$ cat config.mk
export PLATFORM = sky130hd
export DESIGN_NAME = dlct_timers
export DESIGN_NICKNAME = d
export VERILOG_FILES = /design/src/verilog/dlct_pkg.sv /design/src/verilog/dlct_tick_if.sv /design/src/verilog/dlct_pin_sync.sv /design/src/verilog/dlct_prescaler.sv /design/src/verilog/dlct_timers.sv
export SDC_FILE = /design/constraint.sdc
export NUM_CORES = 1
export LEC_CHECK = 0
export BUFFER_PORTS_ARGS = -buffer_cell sky130_fd_sc_hd__buf_2
export CAP_MARGIN = 0
export CORE_ASPECT_RATIO = 1.1
export CORE_MARGIN = 1.5
export CORE_UTILIZATION = 54
export DETAILED_ROUTE_END_ITERATION = 8
export GPL_ROUTABILITY_DRIVEN = 1
export PLACE_DENSITY = 0.77
export SLEW_MARGIN = 20
export SYNTH_ARGS = -nofsm -noshare
export SYNTH_HDL_FRONTEND = slang
export SYNTH_HIERARCHICAL = 1
export SYNTH_SLANG_ARGS = --single-unit
export TNS_END_PERCENT = 10
$ cat constraint.sdc
create_clock -name ref_clk -period 1.8 [get_ports ref_clk]
set_input_delay 0 -clock ref_clk [delete_from_list [all_inputs] [get_ports ref_clk]]
set_output_delay 0 -clock ref_clk [all_outputs]
set_load 0.01 [all_outputs]
$ cat src/verilog/dlct_pkg.sv
// Functional notes
// RQ1: Count only when run and gate condition met
// RQ2: Setting run never clears or loads counts
// RQ3: Unit 1 mirrors unit 0 with own bits
// RQ4: 13-bit mode wraps 0x1fff, sets overflow flag
// RQ5: 16-bit mode counts over both bytes
// RQ6: Auto-reload low byte from high on wrap
// RQ7: Split: low byte unit 0, high byte timer
// RQ8: Split high byte overflow sets unit 1 flag
// RQ9: Split: unit 1 no pin, no flag, pulse out
// RQ10: Split: unit 1 stops only in mode 3
// RQ11: Overflow flags cleared by software or vectoring
// RQ12: External flag edge/level, auto-clear edge only
// RQ13: Type bit 0 level, 1 edge
// RQ14: Two-bit mode fields, unit 1 upper nibble
// RQ15: Counter select counts falling pin edges
// RQ16: Clock select: prescaled or system clock
// RQ17: Prescale 12, 4, 48, or external/8
// RQ18: External clock resynchronised before use
// RQ19: Timer 2/3 high clock selects in split
// RQ20: Timer 2/3 low clock selects whole timer
// RQ21: Pin levels held two clocks, quarter rate
// RQ22: Two-stage sync, edge from sample compare
package dlct_pkg;

  localparam logic [7:0] ADDR_CTRL_STATUS = 8'h88;
  localparam logic [7:0] ADDR_MODE_SEL    = 8'h89;
  localparam logic [7:0] ADDR_U0_LO       = 8'h8a;
  localparam logic [7:0] ADDR_U1_LO       = 8'h8b;
  localparam logic [7:0] ADDR_U0_HI       = 8'h8c;
  localparam logic [7:0] ADDR_U1_HI       = 8'h8d;
  localparam logic [7:0] ADDR_CLK_SEL     = 8'h8e;
  localparam logic [7:0] RST_BYTE         = 8'h00;

  // Control/status byte
  localparam int CS_OVF1 = 7;
  localparam int CS_RUN1 = 6;
  localparam int CS_OVF0 = 5;
  localparam int CS_RUN0 = 4;
  localparam int CS_XF1  = 3;
  localparam int CS_XT1  = 2;
  localparam int CS_XF0  = 1;
  localparam int CS_XT0  = 0;
  // Mode select byte
  localparam int MS_GATE_EN_1 = 7;
  localparam int MS_CNT1  = 6;
  localparam int MS_MODE1 = 4;
  localparam int MS_GATE_EN_0 = 3;
  localparam int MS_CNT0  = 2;
  localparam int MS_MODE0 = 0;
  // Clock select byte
  localparam int CK_SCALE = 0;
  localparam int CK_CLK0  = 2;
  localparam int CK_CLK1  = 3;
  localparam int CK_T2L   = 4;
  localparam int CK_T2H   = 5;
  localparam int CK_T3L   = 6;
  localparam int CK_T3H   = 7;

  localparam int LOW13_BITS = 5;

  localparam logic [5:0] DIV_SYS12 = 6'h0c;
  localparam logic [5:0] DIV_SYS4  = 6'h04;
  localparam logic [5:0] DIV_SYS48 = 6'h30;
  localparam logic [2:0] EXT_LAST  = 3'h7;

  // Synchronised pin vector layout
  localparam int PIN_EV0   = 0;
  localparam int PIN_EV1   = 1;
  localparam int PIN_GT0   = 2;
  localparam int PIN_GT1   = 3;
  localparam int PIN_XCLK  = 4;
  localparam int PIN_COUNT = 5;

  typedef enum logic [1:0] {DLCT_MODE13, DLCT_MODE16, DLCT_RELOAD8, DLCT_SPLIT} dlct_mode_t;
  typedef enum logic [1:0] {DLCT_PS_DIV12, DLCT_PS_DIV4, DLCT_PS_DIV48, DLCT_PS_EXT8} dlct_prescale_t;
  typedef enum logic [1:0] {DLCT_SRC_DIV12, DLCT_SRC_EXT8, DLCT_SRC_SYS} dlct_src_t;

endpackage

$ cat src/verilog/dlct_tick_if.sv
`timescale 1ns/100ps
interface dlct_tick_if;
  import dlct_pkg::*;
  dlct_prescale_t prescale_field;
  logic           ext_rise;
  logic           presc_tick;
  modport src (input prescale_field, input ext_rise, output presc_tick);
  modport snk (output prescale_field, output ext_rise, input presc_tick);
endinterface

$ cat src/verilog/dlct_pin_sync.sv
`timescale 1ns/100ps
module dlct_pin_sync
  import dlct_pkg::*;
#(
  parameter int W = PIN_COUNT
) (
  input  wire logic         ref_clk,
  input  wire logic         rst,
  input  wire logic [W-1:0] pin_in,
  output logic      [W-1:0] level,
  output logic      [W-1:0] fall,
  output logic      [W-1:0] rise
);
  typedef struct packed {
    logic [W-1:0] s1;
    logic [W-1:0] s2;
    logic [W-1:0] s3;
  } dlct_sync_t;

  dlct_sync_t state_reg;
  dlct_sync_t state_next;

  always_comb begin
    state_next.s1 = pin_in;
    state_next.s2 = state_reg.s1;
    state_next.s3 = state_reg.s2;
  end

  always_ff @(posedge ref_clk) begin
    if (rst) begin
      state_reg <= '0;
    end else begin
      state_reg <= state_next;
    end
  end

  // One edge per transition from current vs previous sample
  assign level = state_reg.s2;
  assign fall  = state_reg.s3 & ~state_reg.s2; // RQ22
  assign rise  = ~state_reg.s3 & state_reg.s2;
endmodule

$ cat src/verilog/dlct_prescaler.sv
`timescale 1ns/100ps
module dlct_prescaler
  import dlct_pkg::*;
(
  input  wire logic ref_clk,
  input  wire logic rst,
  dlct_tick_if.src  tick
);
  typedef struct packed {
    logic [5:0] div_cnt;
    logic [2:0] ext_cnt;
    logic       tick;
  } dlct_presc_t;

  dlct_presc_t state_reg;
  dlct_presc_t state_next;
  logic [5:0]  lim;

  always_comb begin
    state_next = state_reg;
    unique case (tick.prescale_field) // RQ17
      DLCT_PS_DIV12: lim = DIV_SYS12;
      DLCT_PS_DIV4:  lim = DIV_SYS4;
      DLCT_PS_DIV48: lim = DIV_SYS48;
      DLCT_PS_EXT8:  lim = DIV_SYS12;
    endcase
    if (state_reg.div_cnt >= lim - 6'h01) begin
      state_next.div_cnt = '0;
    end else begin
      state_next.div_cnt = state_reg.div_cnt + 6'h01;
    end
    if (tick.ext_rise) begin
      state_next.ext_cnt = state_reg.ext_cnt + 3'h1; // RQ18
    end
    if (tick.prescale_field == DLCT_PS_EXT8) begin
      state_next.tick = tick.ext_rise && (state_reg.ext_cnt == EXT_LAST); // RQ18
    end else begin
      state_next.tick = (state_reg.div_cnt >= lim - 6'h01);
    end
  end

  always_ff @(posedge ref_clk) begin
    if (rst) begin
      state_reg <= '0;
    end else begin
      state_reg <= state_next;
    end
  end

  assign tick.presc_tick = state_reg.tick;
endmodule

$ cat src/verilog/dlct_timers.sv
`timescale 1ns/100ps
module dlct_timers
  import dlct_pkg::*;
(
  input  wire logic       ref_clk,
  input  wire logic       rst,
  input  wire logic [7:0] sfr_addr,
  input  wire logic       sfr_wr,
  input  wire logic [7:0] sfr_wdata,
  output logic      [7:0] sfr_rdata,
  input  wire logic       event_pin_0,
  input  wire logic       event_pin_1,
  input  wire logic       ext_gate_in_0,
  input  wire logic       ext_gate_in_1,
  input  wire logic       gate_polarity_0,
  input  wire logic       gate_polarity_1,
  input  wire logic       ext_osc_clk,
  input  wire logic       t2_split,
  input  wire logic       t3_split,
  input  wire logic       t2_extclk_sel,
  input  wire logic       t3_extclk_sel,
  input  wire logic       ovf_vector_ack_0,
  input  wire logic       ovf_vector_ack_1,
  input  wire logic       ext_vector_ack_0,
  input  wire logic       ext_vector_ack_1,
  output logic            ovf_flag_0,
  output logic            ovf_flag_1,
  output logic            ext_irq_flag_0,
  output logic            ext_irq_flag_1,
  output logic            unit1_ovf_pulse,
  output dlct_src_t       t2_low_src,
  output dlct_src_t       t2_high_src,
  output dlct_src_t       t3_low_src,
  output dlct_src_t       t3_high_src
);
  typedef struct packed {
    logic [7:0] ctrl_status;
    logic [7:0] mode_sel;
    logic [7:0] clk_sel;
    logic [7:0] u0_lo;
    logic [7:0] u0_hi;
    logic [7:0] u1_lo;
    logic [7:0] u1_hi;
    logic [7:0] rdata;
    logic       u1_pulse;
    dlct_src_t  t2l;
    dlct_src_t  t2h;
    dlct_src_t  t3l;
    dlct_src_t  t3h;
  } dlct_state_t;

  dlct_state_t          state_reg;
  dlct_state_t          state_next;
  logic [PIN_COUNT-1:0] pin_lvl;
  logic [PIN_COUNT-1:0] pin_fall;
  logic [PIN_COUNT-1:0] pin_rise;
  dlct_mode_t           mode0;
  dlct_mode_t           mode1;
  logic                 split;
  logic                 act0;
  logic                 act1;
  logic                 en0;
  logic                 en1;
  logic                 adv0;
  logic                 adv1;
  logic                 adv0h;
  logic [16:0]          r0;
  logic [16:0]          r1;
  logic [8:0]           h0;
  logic                 ovf_set0;
  logic                 ovf_set1;
  logic                 xedge0;
  logic                 xedge1;
  logic [7:0]           cs;

  dlct_tick_if tick_bus ();

  dlct_pin_sync #(
    .W (PIN_COUNT)
  ) u_sync (
    .ref_clk (ref_clk),
    .rst     (rst),
    .pin_in  ({ext_osc_clk, ext_gate_in_1, ext_gate_in_0, event_pin_1, event_pin_0}),
    .level   (pin_lvl),
    .fall    (pin_fall),
    .rise    (pin_rise)
  );

  dlct_prescaler u_presc (
    .ref_clk (ref_clk),
    .rst     (rst),
    .tick    (tick_bus.src)
  );

  assign tick_bus.prescale_field = dlct_prescale_t'(state_reg.clk_sel[CK_SCALE +: 2]);
  assign tick_bus.ext_rise       = pin_rise[PIN_XCLK];

  ////////////////////////////////////////////////////////////////
  // One count step, returns {overflow, high, low}
  function automatic logic [16:0] step(dlct_mode_t m, logic [7:0] lo, logic [7:0] hi, logic adv);
    logic [13:0] s13;
    logic [16:0] s16;
    s13 = {1'b0, hi, lo[LOW13_BITS-1:0]} + 14'h0001;
    s16 = {1'b0, hi, lo} + 17'h00001;
    step = {1'b0, hi, lo};
    if (adv) begin
      unique case (m) // RQ14
        DLCT_MODE13:  step = {s13[13], s13[12:LOW13_BITS], lo[7:LOW13_BITS], s13[LOW13_BITS-1:0]}; // RQ4
        DLCT_MODE16:  step = s16; // RQ5
        DLCT_RELOAD8: step = (lo == 8'hff) ? {1'b1, hi, hi} : {1'b0, hi, lo + 8'h01}; // RQ6
        DLCT_SPLIT:   step = {lo == 8'hff, hi, lo + 8'h01}; // RQ7
      endcase
    end
  endfunction

  function automatic dlct_src_t src_of(logic sys_sel, logic xclk);
    src_of = sys_sel ? DLCT_SRC_SYS : (xclk ? DLCT_SRC_EXT8 : DLCT_SRC_DIV12);
  endfunction

  ////////////////////////////////////////////////////////////////
  always_comb begin
    state_next = state_reg;
    mode0  = dlct_mode_t'(state_reg.mode_sel[MS_MODE0 +: 2]); // RQ14
    mode1  = dlct_mode_t'(state_reg.mode_sel[MS_MODE1 +: 2]);
    split  = (mode0 == DLCT_SPLIT);
    act0   = (pin_lvl[PIN_GT0] == gate_polarity_0);
    act1   = (pin_lvl[PIN_GT1] == gate_polarity_1);
    xedge0 = gate_polarity_0 ? pin_rise[PIN_GT0] : pin_fall[PIN_GT0];
    xedge1 = gate_polarity_1 ? pin_rise[PIN_GT1] : pin_fall[PIN_GT1];
    en0    = state_reg.ctrl_status[CS_RUN0] && (!state_reg.mode_sel[MS_GATE_EN_0] || act0); // RQ1
    // Unit 1 run follows its mode while unit 0 is split
    if (split) begin
      en1 = (mode1 != DLCT_SPLIT); // RQ10
    end else begin
      en1 = state_reg.ctrl_status[CS_RUN1] && (!state_reg.mode_sel[MS_GATE_EN_1] || act1)
            && (mode1 != DLCT_SPLIT); // RQ3
    end
    // Pin edge when counting (unit 1 only while not split), else system or prescaled clock
    adv0 = en0 && (state_reg.mode_sel[MS_CNT0] ? pin_fall[PIN_EV0]
                   : (state_reg.clk_sel[CK_CLK0] || tick_bus.presc_tick)); // RQ15 RQ16
    adv1 = en1 && ((state_reg.mode_sel[MS_CNT1] && !split) ? pin_fall[PIN_EV1]
                   : (state_reg.clk_sel[CK_CLK1] || tick_bus.presc_tick)); // RQ9 RQ3
    adv0h = split && state_reg.ctrl_status[CS_RUN1]
            && (state_reg.clk_sel[CK_CLK0] || tick_bus.presc_tick); // RQ7
    r0 = step(mode0, state_reg.u0_lo, state_reg.u0_hi, adv0);
    r1 = step(mode1, state_reg.u1_lo, state_reg.u1_hi, adv1);
    h0 = {1'b0, state_reg.u0_hi} + {8'h00, adv0h};
    ovf_set0 = r0[16];
    ovf_set1 = split ? (adv0h && h0[8]) : r1[16]; // RQ8 RQ9
    state_next.u1_pulse = r1[16]; // RQ9
    state_next.u0_lo = r0[7:0];
    state_next.u0_hi = split ? h0[7:0] : r0[15:8];
    state_next.u1_lo = r1[7:0];
    state_next.u1_hi = r1[15:8];

    // Software writes land as written, except level-type external flags; hardware sets still win
    cs = state_reg.ctrl_status;
    cs[CS_OVF0] = cs[CS_OVF0] && !ovf_vector_ack_0; // RQ11
    cs[CS_OVF1] = cs[CS_OVF1] && !ovf_vector_ack_1; // RQ11
    cs[CS_XF0]  = cs[CS_XF0] && !ext_vector_ack_0;
    cs[CS_XF1]  = cs[CS_XF1] && !ext_vector_ack_1;
    if (sfr_wr) begin
      unique case (sfr_addr)
        ADDR_CTRL_STATUS: cs = sfr_wdata; // RQ2
        ADDR_MODE_SEL:    state_next.mode_sel = sfr_wdata;
        ADDR_CLK_SEL:     state_next.clk_sel = sfr_wdata;
        ADDR_U0_LO:       state_next.u0_lo = sfr_wdata;
        ADDR_U0_HI:       state_next.u0_hi = sfr_wdata;
        ADDR_U1_LO:       state_next.u1_lo = sfr_wdata;
        ADDR_U1_HI:       state_next.u1_hi = sfr_wdata;
        default:          ;
      endcase
    end
    cs[CS_OVF0] = cs[CS_OVF0] || ovf_set0; // RQ11
    cs[CS_OVF1] = cs[CS_OVF1] || ovf_set1; // RQ11
    // Level type follows the input, edge type latches
    cs[CS_XF0] = state_reg.ctrl_status[CS_XT0] ? (cs[CS_XF0] || xedge0) : act0; // RQ12 RQ13
    cs[CS_XF1] = state_reg.ctrl_status[CS_XT1] ? (cs[CS_XF1] || xedge1) : act1; // RQ12 RQ13
    state_next.ctrl_status = cs;

    unique case (sfr_addr)
      ADDR_CTRL_STATUS: state_next.rdata = state_reg.ctrl_status;
      ADDR_MODE_SEL:    state_next.rdata = state_reg.mode_sel;
      ADDR_CLK_SEL:     state_next.rdata = state_reg.clk_sel;
      ADDR_U0_LO:       state_next.rdata = state_reg.u0_lo;
      ADDR_U0_HI:       state_next.rdata = state_reg.u0_hi;
      ADDR_U1_LO:       state_next.rdata = state_reg.u1_lo;
      ADDR_U1_HI:       state_next.rdata = state_reg.u1_hi;
      default:          state_next.rdata = RST_BYTE;
    endcase

    // Whole-timer clock is the low select; high select only when split
    state_next.t2l = src_of(state_reg.clk_sel[CK_T2L], t2_extclk_sel); // RQ20
    state_next.t3l = src_of(state_reg.clk_sel[CK_T3L], t3_extclk_sel); // RQ20
    state_next.t2h = t2_split ? src_of(state_reg.clk_sel[CK_T2H], t2_extclk_sel) : state_next.t2l; // RQ19
    state_next.t3h = t3_split ? src_of(state_reg.clk_sel[CK_T3H], t3_extclk_sel) : state_next.t3l; // RQ19
  end

  always_ff @(posedge ref_clk) begin
    if (rst) begin
      state_reg <= '0;
    end else begin
      state_reg <= state_next;
    end
  end

  assign sfr_rdata       = state_reg.rdata;
  assign ovf_flag_0      = state_reg.ctrl_status[CS_OVF0];
  assign ovf_flag_1      = state_reg.ctrl_status[CS_OVF1];
  assign ext_irq_flag_0  = state_reg.ctrl_status[CS_XF0];
  assign ext_irq_flag_1  = state_reg.ctrl_status[CS_XF1];
  assign unit1_ovf_pulse = state_reg.u1_pulse;
  assign t2_low_src      = state_reg.t2l;
  assign t2_high_src     = state_reg.t2h;
  assign t3_low_src      = state_reg.t3l;
  assign t3_high_src     = state_reg.t3h;
endmodule
==> results of run 1 <==
==> power by group through the flow <==
stage	clock, uW	combinational (uW)	sequential, uW
after detailed placement	0	249	2270
after global routing	1420	311	2210
final	1310	294	2210
after CTS	1320	280	2220
after floorplan	0	132	2260
after global placement	0	242	2260
==> final timing paths <==
path | from | end
setup / recovery | mode0[0] | state_reg[38]
hold / removal | sfr_wdata[6] | state_reg[47]
setup reg to reg | mode0[0] | state_reg[38]
hold reg to reg | u_sync/state_next[7] | u_sync/level[2]
==> cell type report <==
| class | count | area, sq um |
|---|---|---|
| repair buffers | 155 | 1100 |
| flip-flops and latches | 98 | 1990 |
| inverters | 10 | 37.5 |
| well taps | 120 | 150 |
| clock inverters | 5 | 38.8 |
| fillers | 799 | 3060 |
| clock buffers | 11 | 131 |
| multi-input cells | 469 | 3340 |
==> through the flow <==
| step | area (sq um) | setup TNS (ps) | setup slack, ps |
|---|---|---|---|
| after global routing | 6780 | -1720 | -173 |
| final | 6780 | -302 | -68.0 |
| after detailed placement | 6240 | -342 | -111 |
| after floorplan | 5500 | -1.47 | -0.772 |
| after global placement | 6240 | -39.9 | -20.9 |
| after CTS | 6610 | -48.9 | -19.6 |
==> metal layers <==
metal	part of all wire	global-route usage
met4	0.046	0.155
met1	0.39	0.397
met2	0.49	0.534
met3	0.073	0.0468
met5	0	0
==> worst max-delay path, stage by stage, from the launching register on <==
cell      delay (ps)
dfxtp_1          330
buf_4            170
buf_4            140
nand2b_1         170
o32ai_4          160
nand4_1          290
a21boi_2         220
xnor2_1           70
a211oi_1         230
==> cell usage in the layout, fill, tap and decap left out, types with 4 or more instances in the layout <==
cell type,n
dfxtp_1,86
buf_4,82
nand2_1,60
nor2_1,56
buf_2,54
a21oi_1,44
nand3_1,28
a211oi_1,23
nor2b_1,19
mux2i_1,19
o21ai_0,16
dlygate4sd3_1,16
xnor2_1,15
and3_1,13
a22oi_1,11
inv_1,10
nand4_1,10
o211ai_1,10
a31oi_1,10
nor2b_2,9
ha_1,9
clkbuf_8,9
dfxtp_2,7
xor2_1,6
nor3_1,5
mux2_2,5
dfxtp_4,5
a221oi_1,4
a311oi_1,4
nand2b_1,4
o22ai_1,4
mux4_2,4
==> what timing repair did <==
item,4_1_cts,5_1_grt
resized for setup,12,35
buffers inserted,0,2
setup endpoints to repair,17,27
pin swaps,1,18
hold buffers,16,0
hold endpoints to repair,25,0
==> metrics.log, run 1 <==
INFO  metric whs = 6.73 ps
INFO  metric cts_tree = built
INFO  metric cts-root-to-sink-buffers = 2
INFO  metric die_width = between 90 and 100 microns
INFO  metric flow.area_growth_from_synthesis = 23.9%
INFO  metric detail_route.wirelength = around 17 mm
INFO  metric fp.coreArea = slightly below 10,000 sq um
INFO  metric dr.pass1.iters = 8
INFO  metric floorplan_die_area = between 10,000 and 15,000 sq um
INFO  metric start_util = 0.556
INFO  metric cp_max_fo = 6
INFO  metric place.port_buffers = 54
INFO  metric clk_pin_slew = 100 ps
INFO  metric dp.final_hpwl = between 10 and 15 mm
INFO  metric endpoint_kind = flip-flop
INFO  metric layout_setup_ws = -68.0 ps
INFO  metric h-tree-depth = 3
INFO  metric cell_count_after_placement = roughly 830
INFO  metric synthesis.area_per_instance = 8.64 sq um
INFO  metric p_sw = 980 uW
INFO  metric vias_per_cell = between 6 and 7
INFO  metric power_frac_clock = 0.343
INFO  metric slew_headroom = 0.592
INFO  metric yosysWarningCount = 6
INFO  metric peakVddDrop = about 0.46 mV
INFO  metric power.share.combinational = 0.077
INFO  metric hold_viol = 0
INFO  metric powerDensity = between 500 and 600 nW/um^2
INFO  metric clk_lat_worst_skew = 370 ps
INFO  metric routedWlPerCell = 19.5 microns
INFO  metric total_clock_buffers_created_by_cts = 9
INFO  metric grt_max_degree = 29
INFO  metric violations = DRC, setup timing
INFO  metric die_h = ~110 microns
INFO  metric final_util = 0.689
INFO  metric r2r_cells = 8
INFO  metric routabilityCongestion = roughly 1
INFO  metric grt_setup_unrepaired = true
INFO  metric final_cells = approximately 870
INFO  metric drive_gt1_frac = 0.306
INFO  metric grt_antenna_before_repair = 0
INFO  metric power_report.internal_total = ~2800 uW
INFO  metric final.min_clock_period = around 1900 ps
INFO  metric clock-skew-final = a little under 9 ps
INFO  metric finalPower = between 3000 and 4000 uW
INFO  metric finalCritPeriodShare = 1.04
INFO  metric syn-cell-area = 5480 sq um
INFO  metric hold_class = primary input to flip-flop
INFO  metric p_sw_frac = 0.257
INFO  metric cp_data_arrival_time = ~2200 ps
INFO  metric path_class = flip-flop to flip-flop
INFO  metric post_synthesis_cells = 634
INFO  metric worst-r2r-setup-slack = -70 ps
INFO  metric grt_first_pass_wirelength = approximately 26 mm
INFO  metric top_level_ports = between 50 and 60
INFO  metric crit_required = ~2100 ps
INFO  metric detailroute.via_count = 5,347
INFO  metric grt-ovfl-total = 0
INFO  metric timing.fmax = roughly 540 MHz
INFO  metric detailedRoute.firstIterationViolations = ~540
INFO  metric drc_errors = 4
INFO  metric pleak = 0.00259 uW
INFO  metric clock-root-buffer = clkbuf_8
INFO  metric timing.hold.worst_path_depth = 3
INFO  metric clock_sinks = 98
INFO  metric grt_pass1_vias = 5,038
INFO  metric finish.net_count = between 700 and 800
INFO  metric postRouteAntennaNets = 0
INFO  metric synthesized_netlist_net_count = about 680
INFO  metric cp-start-kind = flip-flop
INFO  metric setup-violations-final = 8
INFO  metric largest_register_ffs = 48
INFO  metric pwr-share-seq = 0.580
INFO  metric floorplan.rows = 38
INFO  metric antennaDiodeCount = 0
INFO  metric timing_worst_slew_pin_value = slightly above 600 ps
INFO  metric global_route.usage.total = 0.316
INFO  metric pins_over_slew_limit = 0
INFO  metric result_of_the_run = finished with violations
INFO  metric max_cap_violations = 0
Power figures use the tool's default switching activity.
==> run 2, diff against run 1 <==
--- a/config.mk
+++ b/config.mk
@@ -5,6 +5,7 @@
 export SDC_FILE = /design/constraint.sdc
 export NUM_CORES = 1
 export LEC_CHECK = 0
+export ABC_AREA = 1
 export BUFFER_PORTS_ARGS = -buffer_cell sky130_fd_sc_hd__buf_2
 export CAP_MARGIN = 0
 export CORE_ASPECT_RATIO = 1.1
@@ -12,7 +13,7 @@
 export CORE_UTILIZATION = 54
 export DETAILED_ROUTE_END_ITERATION = 8
 export GPL_ROUTABILITY_DRIVEN = 1
-export PLACE_DENSITY = 0.77
+export PLACE_DENSITY = 0.74
 export SLEW_MARGIN = 20
 export SYNTH_ARGS = -nofsm -noshare
 export SYNTH_HDL_FRONTEND = slang
==> run 2 against run 1 <==
Net effect:
- the flow now finishes without violations
- register-to-register slack improved by 130 ps
- global-route usage increased by 0.63 points
- critical path depth increased by 4
- clock skew increased by 8.6 ps
- die area increased by 2.4%
- highest routed layer unchanged
==> metrics.log, run 2 <==
INFO  metric critical-path-max-stage-delay = 370 ps (was 330 ps)
INFO  metric detailedRoute.firstIterationViolations = 396 (was 543)
INFO  metric timing_worst_slew_pin_value = 560 ps (was 612 ps)
INFO  metric clk_lat_worst_skew = 390 ps (was 370 ps)
INFO  metric antennaDiodeCount = 0 (unchanged)
INFO  metric floorplan_die_area = 11,000 sq um (was 10,800 sq um)
INFO  metric routedWlPerCell = 15.9 microns (was 19.5 microns)
INFO  metric layout_setup_ws = 63.5 ps (was -68.0 ps)
INFO  metric vias_per_cell = 5.53 (was 6.16)
INFO  metric cp_data_arrival_time = 2030 ps (was 2150 ps)
INFO  metric largest_register_ffs = 48 (unchanged)
INFO  metric clock-skew-final = 17.2 ps (was 8.65 ps)
INFO  metric die_h = 110 microns (was 109 microns)
INFO  metric setup-violations-final = 0 (was 8)
INFO  metric detailroute.via_count = 5,981 (was 5,347)
INFO  metric top_layer_used_by_detailed_routing = met4 (unchanged)
INFO  metric wl_met2 = 7.88 mm (was 8.22 mm)
INFO  metric total_clock_buffers_created_by_cts = 9 (unchanged)
INFO  metric pleak = 0.00297 uW (was 0.00259 uW)
INFO  metric crit_slowest_cell = dfxtp_2 (was dfxtp_1)
INFO  metric flow.area_growth_from_synthesis = 17.1% (was 23.9%)
INFO  metric slew_headroom = 0.626 (was 0.592)
INFO  metric cts-root-to-sink-buffers = 2 (unchanged)
INFO  metric cts_tree = built (unchanged)
INFO  metric layout.cells.most_common_list = nand2_1, inv_1, nor2_1, dfxtp_1, a21oi_1 (was dfxtp_1, buf_4, nand2_1, nor2_1, buf_2)
INFO  metric cp-start-kind = flip-flop (unchanged)
INFO  metric dr.pass1.iters = 5 (was 8)
INFO  metric grt_max_degree = 47 (was 29)
INFO  metric floorplan.rows = 38 (unchanged)
INFO  metric grt-ovfl-total = 0 (unchanged)
INFO  metric crit_required = 2090 ps (was 2080 ps)
INFO  metric cell_count_after_placement = 1,052 (was 834)
INFO  metric max_cap_violations = 0 (unchanged)
INFO  metric path_buf_inv = 2 (unchanged)
INFO  metric worst_path_dominant_cell_family = simple AND/OR/NAND/NOR gates (was compound AO/OA/AOI/OAI gates)
INFO  metric grt_first_pass_wirelength = 27.2 mm (was 26.2 mm)
INFO  metric result_of_the_run = complete, no violations (was finished with violations)
INFO  metric most_frequent_cell_on_the_critical_path = nand2_1 (was buf_4)
INFO  metric pins_over_slew_limit = 0 (unchanged)
INFO  metric peakVddDrop = 0.549 mV (was 0.462 mV)
INFO  metric fp.coreArea = 9980 sq um (was 9840 sq um)
INFO  metric tns = 0 ps (was -302 ps)
INFO  metric start_util = 0.562 (was 0.556)
INFO  metric drive_gt1_frac = 0.163 (was 0.306)
INFO  metric dp_slack = 9.42 ps (was -111 ps)
INFO  metric die_width = 100 microns (was 99.0 microns)
INFO  metric post_synthesis_cells = 879 (was 634)
INFO  metric clock_sinks = 98 (unchanged)
INFO  metric hold_class = primary input to flip-flop (unchanged)
INFO  metric worstPathCellList = nand2_4 > nor3_4 > ha_2 > inv_2 > o21ai_4 > nand3_2 > nor3_4 > nand2_1 > nand2_1 > nand3_1 > nand2_1 > inv_1 (was buf_4 > buf_4 > nand2b_1 > o32ai_4 > nand4_1 > a21boi_2 > xnor2_1 > a211oi_1)
INFO  metric synthesized_netlist_net_count = 924 (was 679)
INFO  metric wl_met1 = 7.55 mm (was 6.68 mm)
INFO  metric whs = 14.1 ps (was 6.73 ps)
INFO  metric detail_route.wirelength = 17.3 mm (was 16.9 mm)
INFO  metric h-tree-depth = 3 (unchanged)
INFO  metric finish.net_count = 1,002 (was 788)
INFO  metric yosysWarningCount = 6 (unchanged)
INFO  metric cp_max_fo = 6 (unchanged)
INFO  metric met3RoutedLength = 1.14 mm (was 1.24 mm)
INFO  metric clk_pin_slew = 110 ps (was 100 ps)
INFO  metric grt_antenna_before_repair = 0 (unchanged)
INFO  metric routabilityCongestion = 1.01 (was 0.984)
INFO  metric path_class = flip-flop to flip-flop (unchanged)
INFO  metric final_cells = 1,082 (was 868)
INFO  metric dp.final_hpwl = 12.9 mm (was 12.2 mm)
INFO  metric grt_setup_unrepaired = true (unchanged)
INFO  metric timing.fmax = 576 MHz (was 535 MHz)
INFO  metric postRouteAntennaNets = 0 (unchanged)
INFO  metric finalCritPeriodShare = 0.965 (was 1.04)
INFO  metric syn-cell-area = 5610 sq um (was 5480 sq um)
INFO  metric clock-root-buffer = clkbuf_8 (unchanged)
INFO  metric drc_errors = 0 (was 4)
INFO  metric mostFrequentLayoutCell = nand2_1 (was dfxtp_1)
INFO  metric powerDensity = 606 nW/um^2 (was 562 nW/um^2)
INFO  metric top_level_ports = 55 (unchanged)
INFO  metric endpoint_kind = flip-flop (unchanged)
INFO  metric grt_pass1_vias = 5,578 (was 5,038)
INFO  metric final.min_clock_period = 1740 ps (was 1870 ps)
INFO  metric synthesis.area_per_instance = 6.38 sq um (was 8.64 sq um)
INFO  metric global_route.usage.total = 0.322 (was 0.316)
INFO  metric hold_viol = 0 (unchanged)
INFO  metric place.port_buffers = 54 (unchanged)
run 2: repair_timing:
item,CTS,global route
buffers inserted,0,1
endpoints found under the setup margin,4,29
hold buffers,13,0
resized for setup,3,42
hold endpoints to repair,16,0
pin swaps,0,6
run 2: layer usage:
layer	vias up	GRT usage
li1	2971	-
met1	2744	0.414
met2	216	0.522
met3	50	0.0483
met4	0	0.175
met5	-	0
run 2: final timing paths:
kind | start | endpoint | slack (ps) | cells past startpoint
max | mode0[1] | state_reg[40] | 60 | 12
min | gate_polarity_1 | ext_irq_flag_1 | 10 | 5
max reg2reg | mode0[1] | state_reg[40] | 60 | 12
min reg2reg | u_sync/state_next[9] | u_sync/level[4] | 410 | 2
run 2: worst register-to-register path: cells and delay by family, from the launching register on:
| kind | cells | cell delay, ps |
|---|---|---|
| AOI/OAI and AO/OA | 1 | 150 |
| adders and majority gates | 1 | 200 |
| buffers and inverters | 2 | 80 |
| DFF | 1 | 370 |
| and+or+nand+nor | 8 | 850 |
run 2: stage by stage:
| step | utilization | power [uW] | instance area, sq um |
|---|---|---|---|
| 2_1_floorplan | - | 2420 | 5620 |
| 3_3_place_gp | 0.610 | 2530 | 6090 |
| 3_5_place_dp | 0.610 | 2540 | 6090 |
| 4_1_cts | 0.644 | 4000 | 6430 |
| 5_1_grt | 0.658 | 4130 | 6570 |
| 6_report | 0.658 | 3980 | 6570 |
run 2: cell type report:
class                   count  area (sq um)
fillers                   912          3410
multi-input cells         603          3030
flip-flops and latches     98          1980
repair buffers            103           683
inverters                 142           533
well taps                 120           150
clock buffers               9           124
clock inverters             7          78.8
run 2: where the power goes:
part	leakage [uW]	switching, uW	internal [uW]
registers	0.000800	19.6	2200
clock network	0.000102	916	551
logic	0.00207	185	110
total	0.00297	1120	2860
==> run 3, diff against run 2 <==
--- a/config.mk
+++ b/config.mk
@@ -6,14 +6,14 @@
 export NUM_CORES = 1
 export LEC_CHECK = 0
 export ABC_AREA = 1
-export BUFFER_PORTS_ARGS = -buffer_cell sky130_fd_sc_hd__buf_2
 export CAP_MARGIN = 0
-export CORE_ASPECT_RATIO = 1.1
+export CORE_ASPECT_RATIO = 1.4
 export CORE_MARGIN = 1.5
-export CORE_UTILIZATION = 54
+export CORE_UTILIZATION = 58
 export DETAILED_ROUTE_END_ITERATION = 8
+export DONT_BUFFER_PORTS = 1
 export GPL_ROUTABILITY_DRIVEN = 1
-export PLACE_DENSITY = 0.74
+export PLACE_DENSITY = 0.73
 export SLEW_MARGIN = 20
 export SYNTH_ARGS = -nofsm -noshare
 export SYNTH_HDL_FRONTEND = slang
==> run 3 against run 2 <==
Net effect:
- critical path type unchanged
- worst hold slack lost 2.5 ps
- die area shrank 6.6%
- highest routed layer unchanged
- combinational power shrank 6.8%
- maximum frequency shrank 0.60%
- largest cell class unchanged
- sequential share of layout area shrank 0.15 points
- routed wire length grew 7.5%
==> metrics.log, run 3 (synthesis gave the netlist of run 2 again) <==
INFO  metric result_of_the_run = complete, no violations (unchanged)
INFO  metric power_report.internal_total = 3310 uW (was 2860 uW)
INFO  metric total_clock_buffers_created_by_cts = 9 (unchanged)
INFO  metric clock-root-buffer = clkbuf_16 (was clkbuf_8)
INFO  metric flow.area_growth_from_synthesis = 17.2% (was 17.1%)
INFO  metric dr.pass1.iters = 6 (was 5)
INFO  metric power_frac_clock = 0.434 (was 0.368)
INFO  metric detail_route.wirelength = 18.5 mm (was 17.3 mm)
INFO  metric floorplan.rows = 42 (was 38)
INFO  metric timing.fmax = 572 MHz (was 576 MHz)
INFO  metric mostFrequentLayoutCell = nand2_1 (unchanged)
INFO  metric cell_count_after_placement = 995 (was 1,052)
INFO  metric whs = 11.6 ps (was 14.1 ps)
INFO  metric final_cells = 1,042 (was 1,082)
INFO  metric postRouteAntennaNets = 0 (unchanged)
INFO  metric final.min_clock_period = 1750 ps (was 1740 ps)
INFO  metric routabilityCongestion = 1.05 (was 1.01)
INFO  metric fillCellCount = 780 (was 912)
INFO  metric drc_errors = 0 (unchanged)
INFO  metric pwr-share-seq = 0.504 (was 0.558)
INFO  metric slew_headroom = 0.613 (was 0.626)
INFO  metric pleak = 0.00283 uW (was 0.00297 uW)
INFO  metric finalCritPeriodShare = 0.971 (was 0.965)
INFO  metric fp.coreArea = 9410 sq um (was 9980 sq um)
INFO  metric power.share.combinational = 0.062 (was 0.074)
INFO  metric layout_setup_ws = 53.0 ps (was 63.5 ps)
INFO  metric path_class = flip-flop to flip-flop (unchanged)
INFO  metric timing_worst_slew_pin_value = 579 ps (was 560 ps)
INFO  metric global_route.usage.total = 0.367 (was 0.322)
INFO  metric routedWlPerCell = 17.8 microns (was 15.9 microns)
INFO  metric r2r_cells = 12 (unchanged)
INFO  metric dp_slack = -55.2 ps (was 9.42 ps)
INFO  metric die_h = 119 microns (was 110 microns)
INFO  metric peakVddDrop = 0.662 mV (was 0.549 mV)
INFO  metric dp.final_hpwl = 13.2 mm (was 12.9 mm)
INFO  metric post_cts_setup_buffers = 0 (unchanged)
INFO  metric cts-root-to-sink-buffers = 2 (unchanged)
INFO  metric cts_tree = built (unchanged)
INFO  metric final_design_area_no_fill = 6580 sq um (was 6570 sq um)
INFO  metric pins_over_slew_limit = 0 (unchanged)
INFO  metric endpoint_kind = flip-flop (unchanged)
INFO  metric tns = 0 ps (unchanged)
INFO  metric setup-violations-final = 0 (unchanged)
INFO  metric cp-start-kind = flip-flop (unchanged)
INFO  metric hold_class = primary input to flip-flop (unchanged)
INFO  metric grt_setup_unrepaired = true (unchanged)
INFO  metric hold_viol = 0 (unchanged)
INFO  metric layout.cells.most_common_list = nand2_1, inv_1, nor2_1, dfxtp_1, a21oi_1 (unchanged)
INFO  metric detailedRoute.firstIterationViolations = 397 (was 396)
INFO  metric grt_antenna_before_repair = 1 (was 0)
INFO  metric crit_required = 2050 ps (was 2090 ps)
INFO  metric start_util = 0.596 (was 0.562)
INFO  metric cp_max_fo = 4 (was 6)
INFO  metric powerDensity = 673 nW/um^2 (was 606 nW/um^2)
INFO  metric h-tree-depth = 3 (unchanged)
INFO  metric p_sw = 1110 uW (was 1120 uW)
INFO  metric cp_data_arrival_time = 2000 ps (was 2030 ps)
INFO  metric post_dp_cell_area = 5860 sq um (was 6090 sq um)
INFO  metric clock-skew-final = 8.37 ps (was 17.2 ps)
INFO  metric grt_first_pass_wirelength = 28.9 mm (was 27.2 mm)
INFO  metric place.port_buffers = 0 (was 54)
INFO  metric beginning_of_the_worst_hold_path = gate_polarity_1 (unchanged)
INFO  metric grt_pass1_vias = 5,778 (was 5,578)
INFO  metric regToRegEndpoint = state_reg[40] (unchanged)
INFO  metric grt-ovfl-total = 0 (unchanged)
INFO  metric largest_register_ffs = 48 (unchanged)
INFO  metric p_sw_frac = 0.252 (was 0.281)
INFO  metric clk_pin_slew = 70 ps (was 110 ps)
INFO  metric die_width = 86.1 microns (was 100 microns)
INFO  metric worst-r2r-setup-slack = 50 ps (was 60 ps)
INFO  metric clk_lat_worst_skew = 350 ps (was 390 ps)
INFO  metric whs_endpoint = ext_irq_flag_1 (unchanged)
INFO  metric grt_max_degree = 47 (unchanged)
INFO  metric floorplan_die_area = 10,300 sq um (was 11,000 sq um)
INFO  metric vias_per_cell = 5.86 (was 5.53)
INFO  metric timing.hold.worst_path_depth = 5 (unchanged)
INFO  metric drive_gt1_frac = 0.115 (was 0.163)
INFO  metric top_level_ports = 55 (unchanged)
INFO  metric finish.net_count = 971 (was 1,002)
INFO  metric r2r_start = mode0[1] (unchanged)
INFO  metric detailroute.via_count = 6,111 (was 5,981)
INFO  metric max_cap_violations = 0 (unchanged)
INFO  metric clock_sinks = 98 (unchanged)
## run 3: cell types whose count changed in the layout (fill, tap and decap cells not counted), moves of 4 or more
cell | before | now
dlygate4sd3_1 | 13 | 29
clkbuf_16 | 0 | 9
buf_2 | 54 | 0
dfxtp_1 | 89 | 93
clkbuf_8 | 9 | 1
buf_4 | 35 | 41
## run 3: what timing repair did
item / 4_1_cts / 5_1_grt
hold endpoints to repair: 98 / 0
hold buffers: 30 / 0
gates resized for setup: 4 / 33
pin swaps: 0 / 1
setup endpoints to repair: 6 / 30
## run 3: routing by layer
layer  vias to the layer above  track usage  routed length (microns)
met5                         -            0                        0
met4                         0        0.232                     1330
met3                        97       0.0887                     1310
met2                       291        0.623                     8860
met1                      2813        0.405                     7050
li1                       2910            -                        -
## run 3: critical path: stages (launching register included)
cell	delay, ps
dfxtp_1	350
nand2_1	120
nor3_2	200
ha_2	210
inv_1	70
o21ai_2	160
nand3_1	100
nor3_2	150
nand2_1	70
nand2_1	50
nand3_1	70
nand2_1	70
inv_1	30
## run 3: area by class of cell
class                   instances  area (sq um)  area share
diodes                          1          2.50    0.000380
clock buffers                  10           239      0.0363
clock inverters                 6          57.6     0.00875
inverters                     142           533      0.0810
multi-input cells             603          3000       0.456
flip-flops and latches         98          1970       0.299
well taps                     110           138      0.0209
repair buffers                 72           638      0.0970
## run 3: worst max-delay path by stage
stage	depth (start not counted)	slack [ps]	startpoint	end
after floorplan	13	9	mode0[1]	state_reg[40]
after global placement	12	-10	mode0[1]	state_reg[40]
after detailed placement	10	-60	mode0[1]	state_reg[39]
after CTS	8	-1	state_reg[41]	state_reg[41]
after global routing	12	-70	mode0[1]	state_reg[40]
final	12	50	mode0[1]	state_reg[40]
## run 3: power groups by stage
| stage | clock network, uW | logic (uW) | registers (uW) |
|---|---|---|---|
| floorplan | 0 | 153 | 2270 |
| global placement | 0 | 162 | 2280 |
| detailed placement | 0 | 168 | 2280 |
| CTS | 1930 | 264 | 2230 |
| global route | 2030 | 297 | 2230 |
| finish | 1920 | 275 | 2230 |
## run 3: metrics by stage
step	utilization	power, uW
CTS	0.689	4430
global route	0.699	4560
global placement	0.623	2440
detailed placement	0.623	2450
finish	0.699	4430
floorplan	-	2420
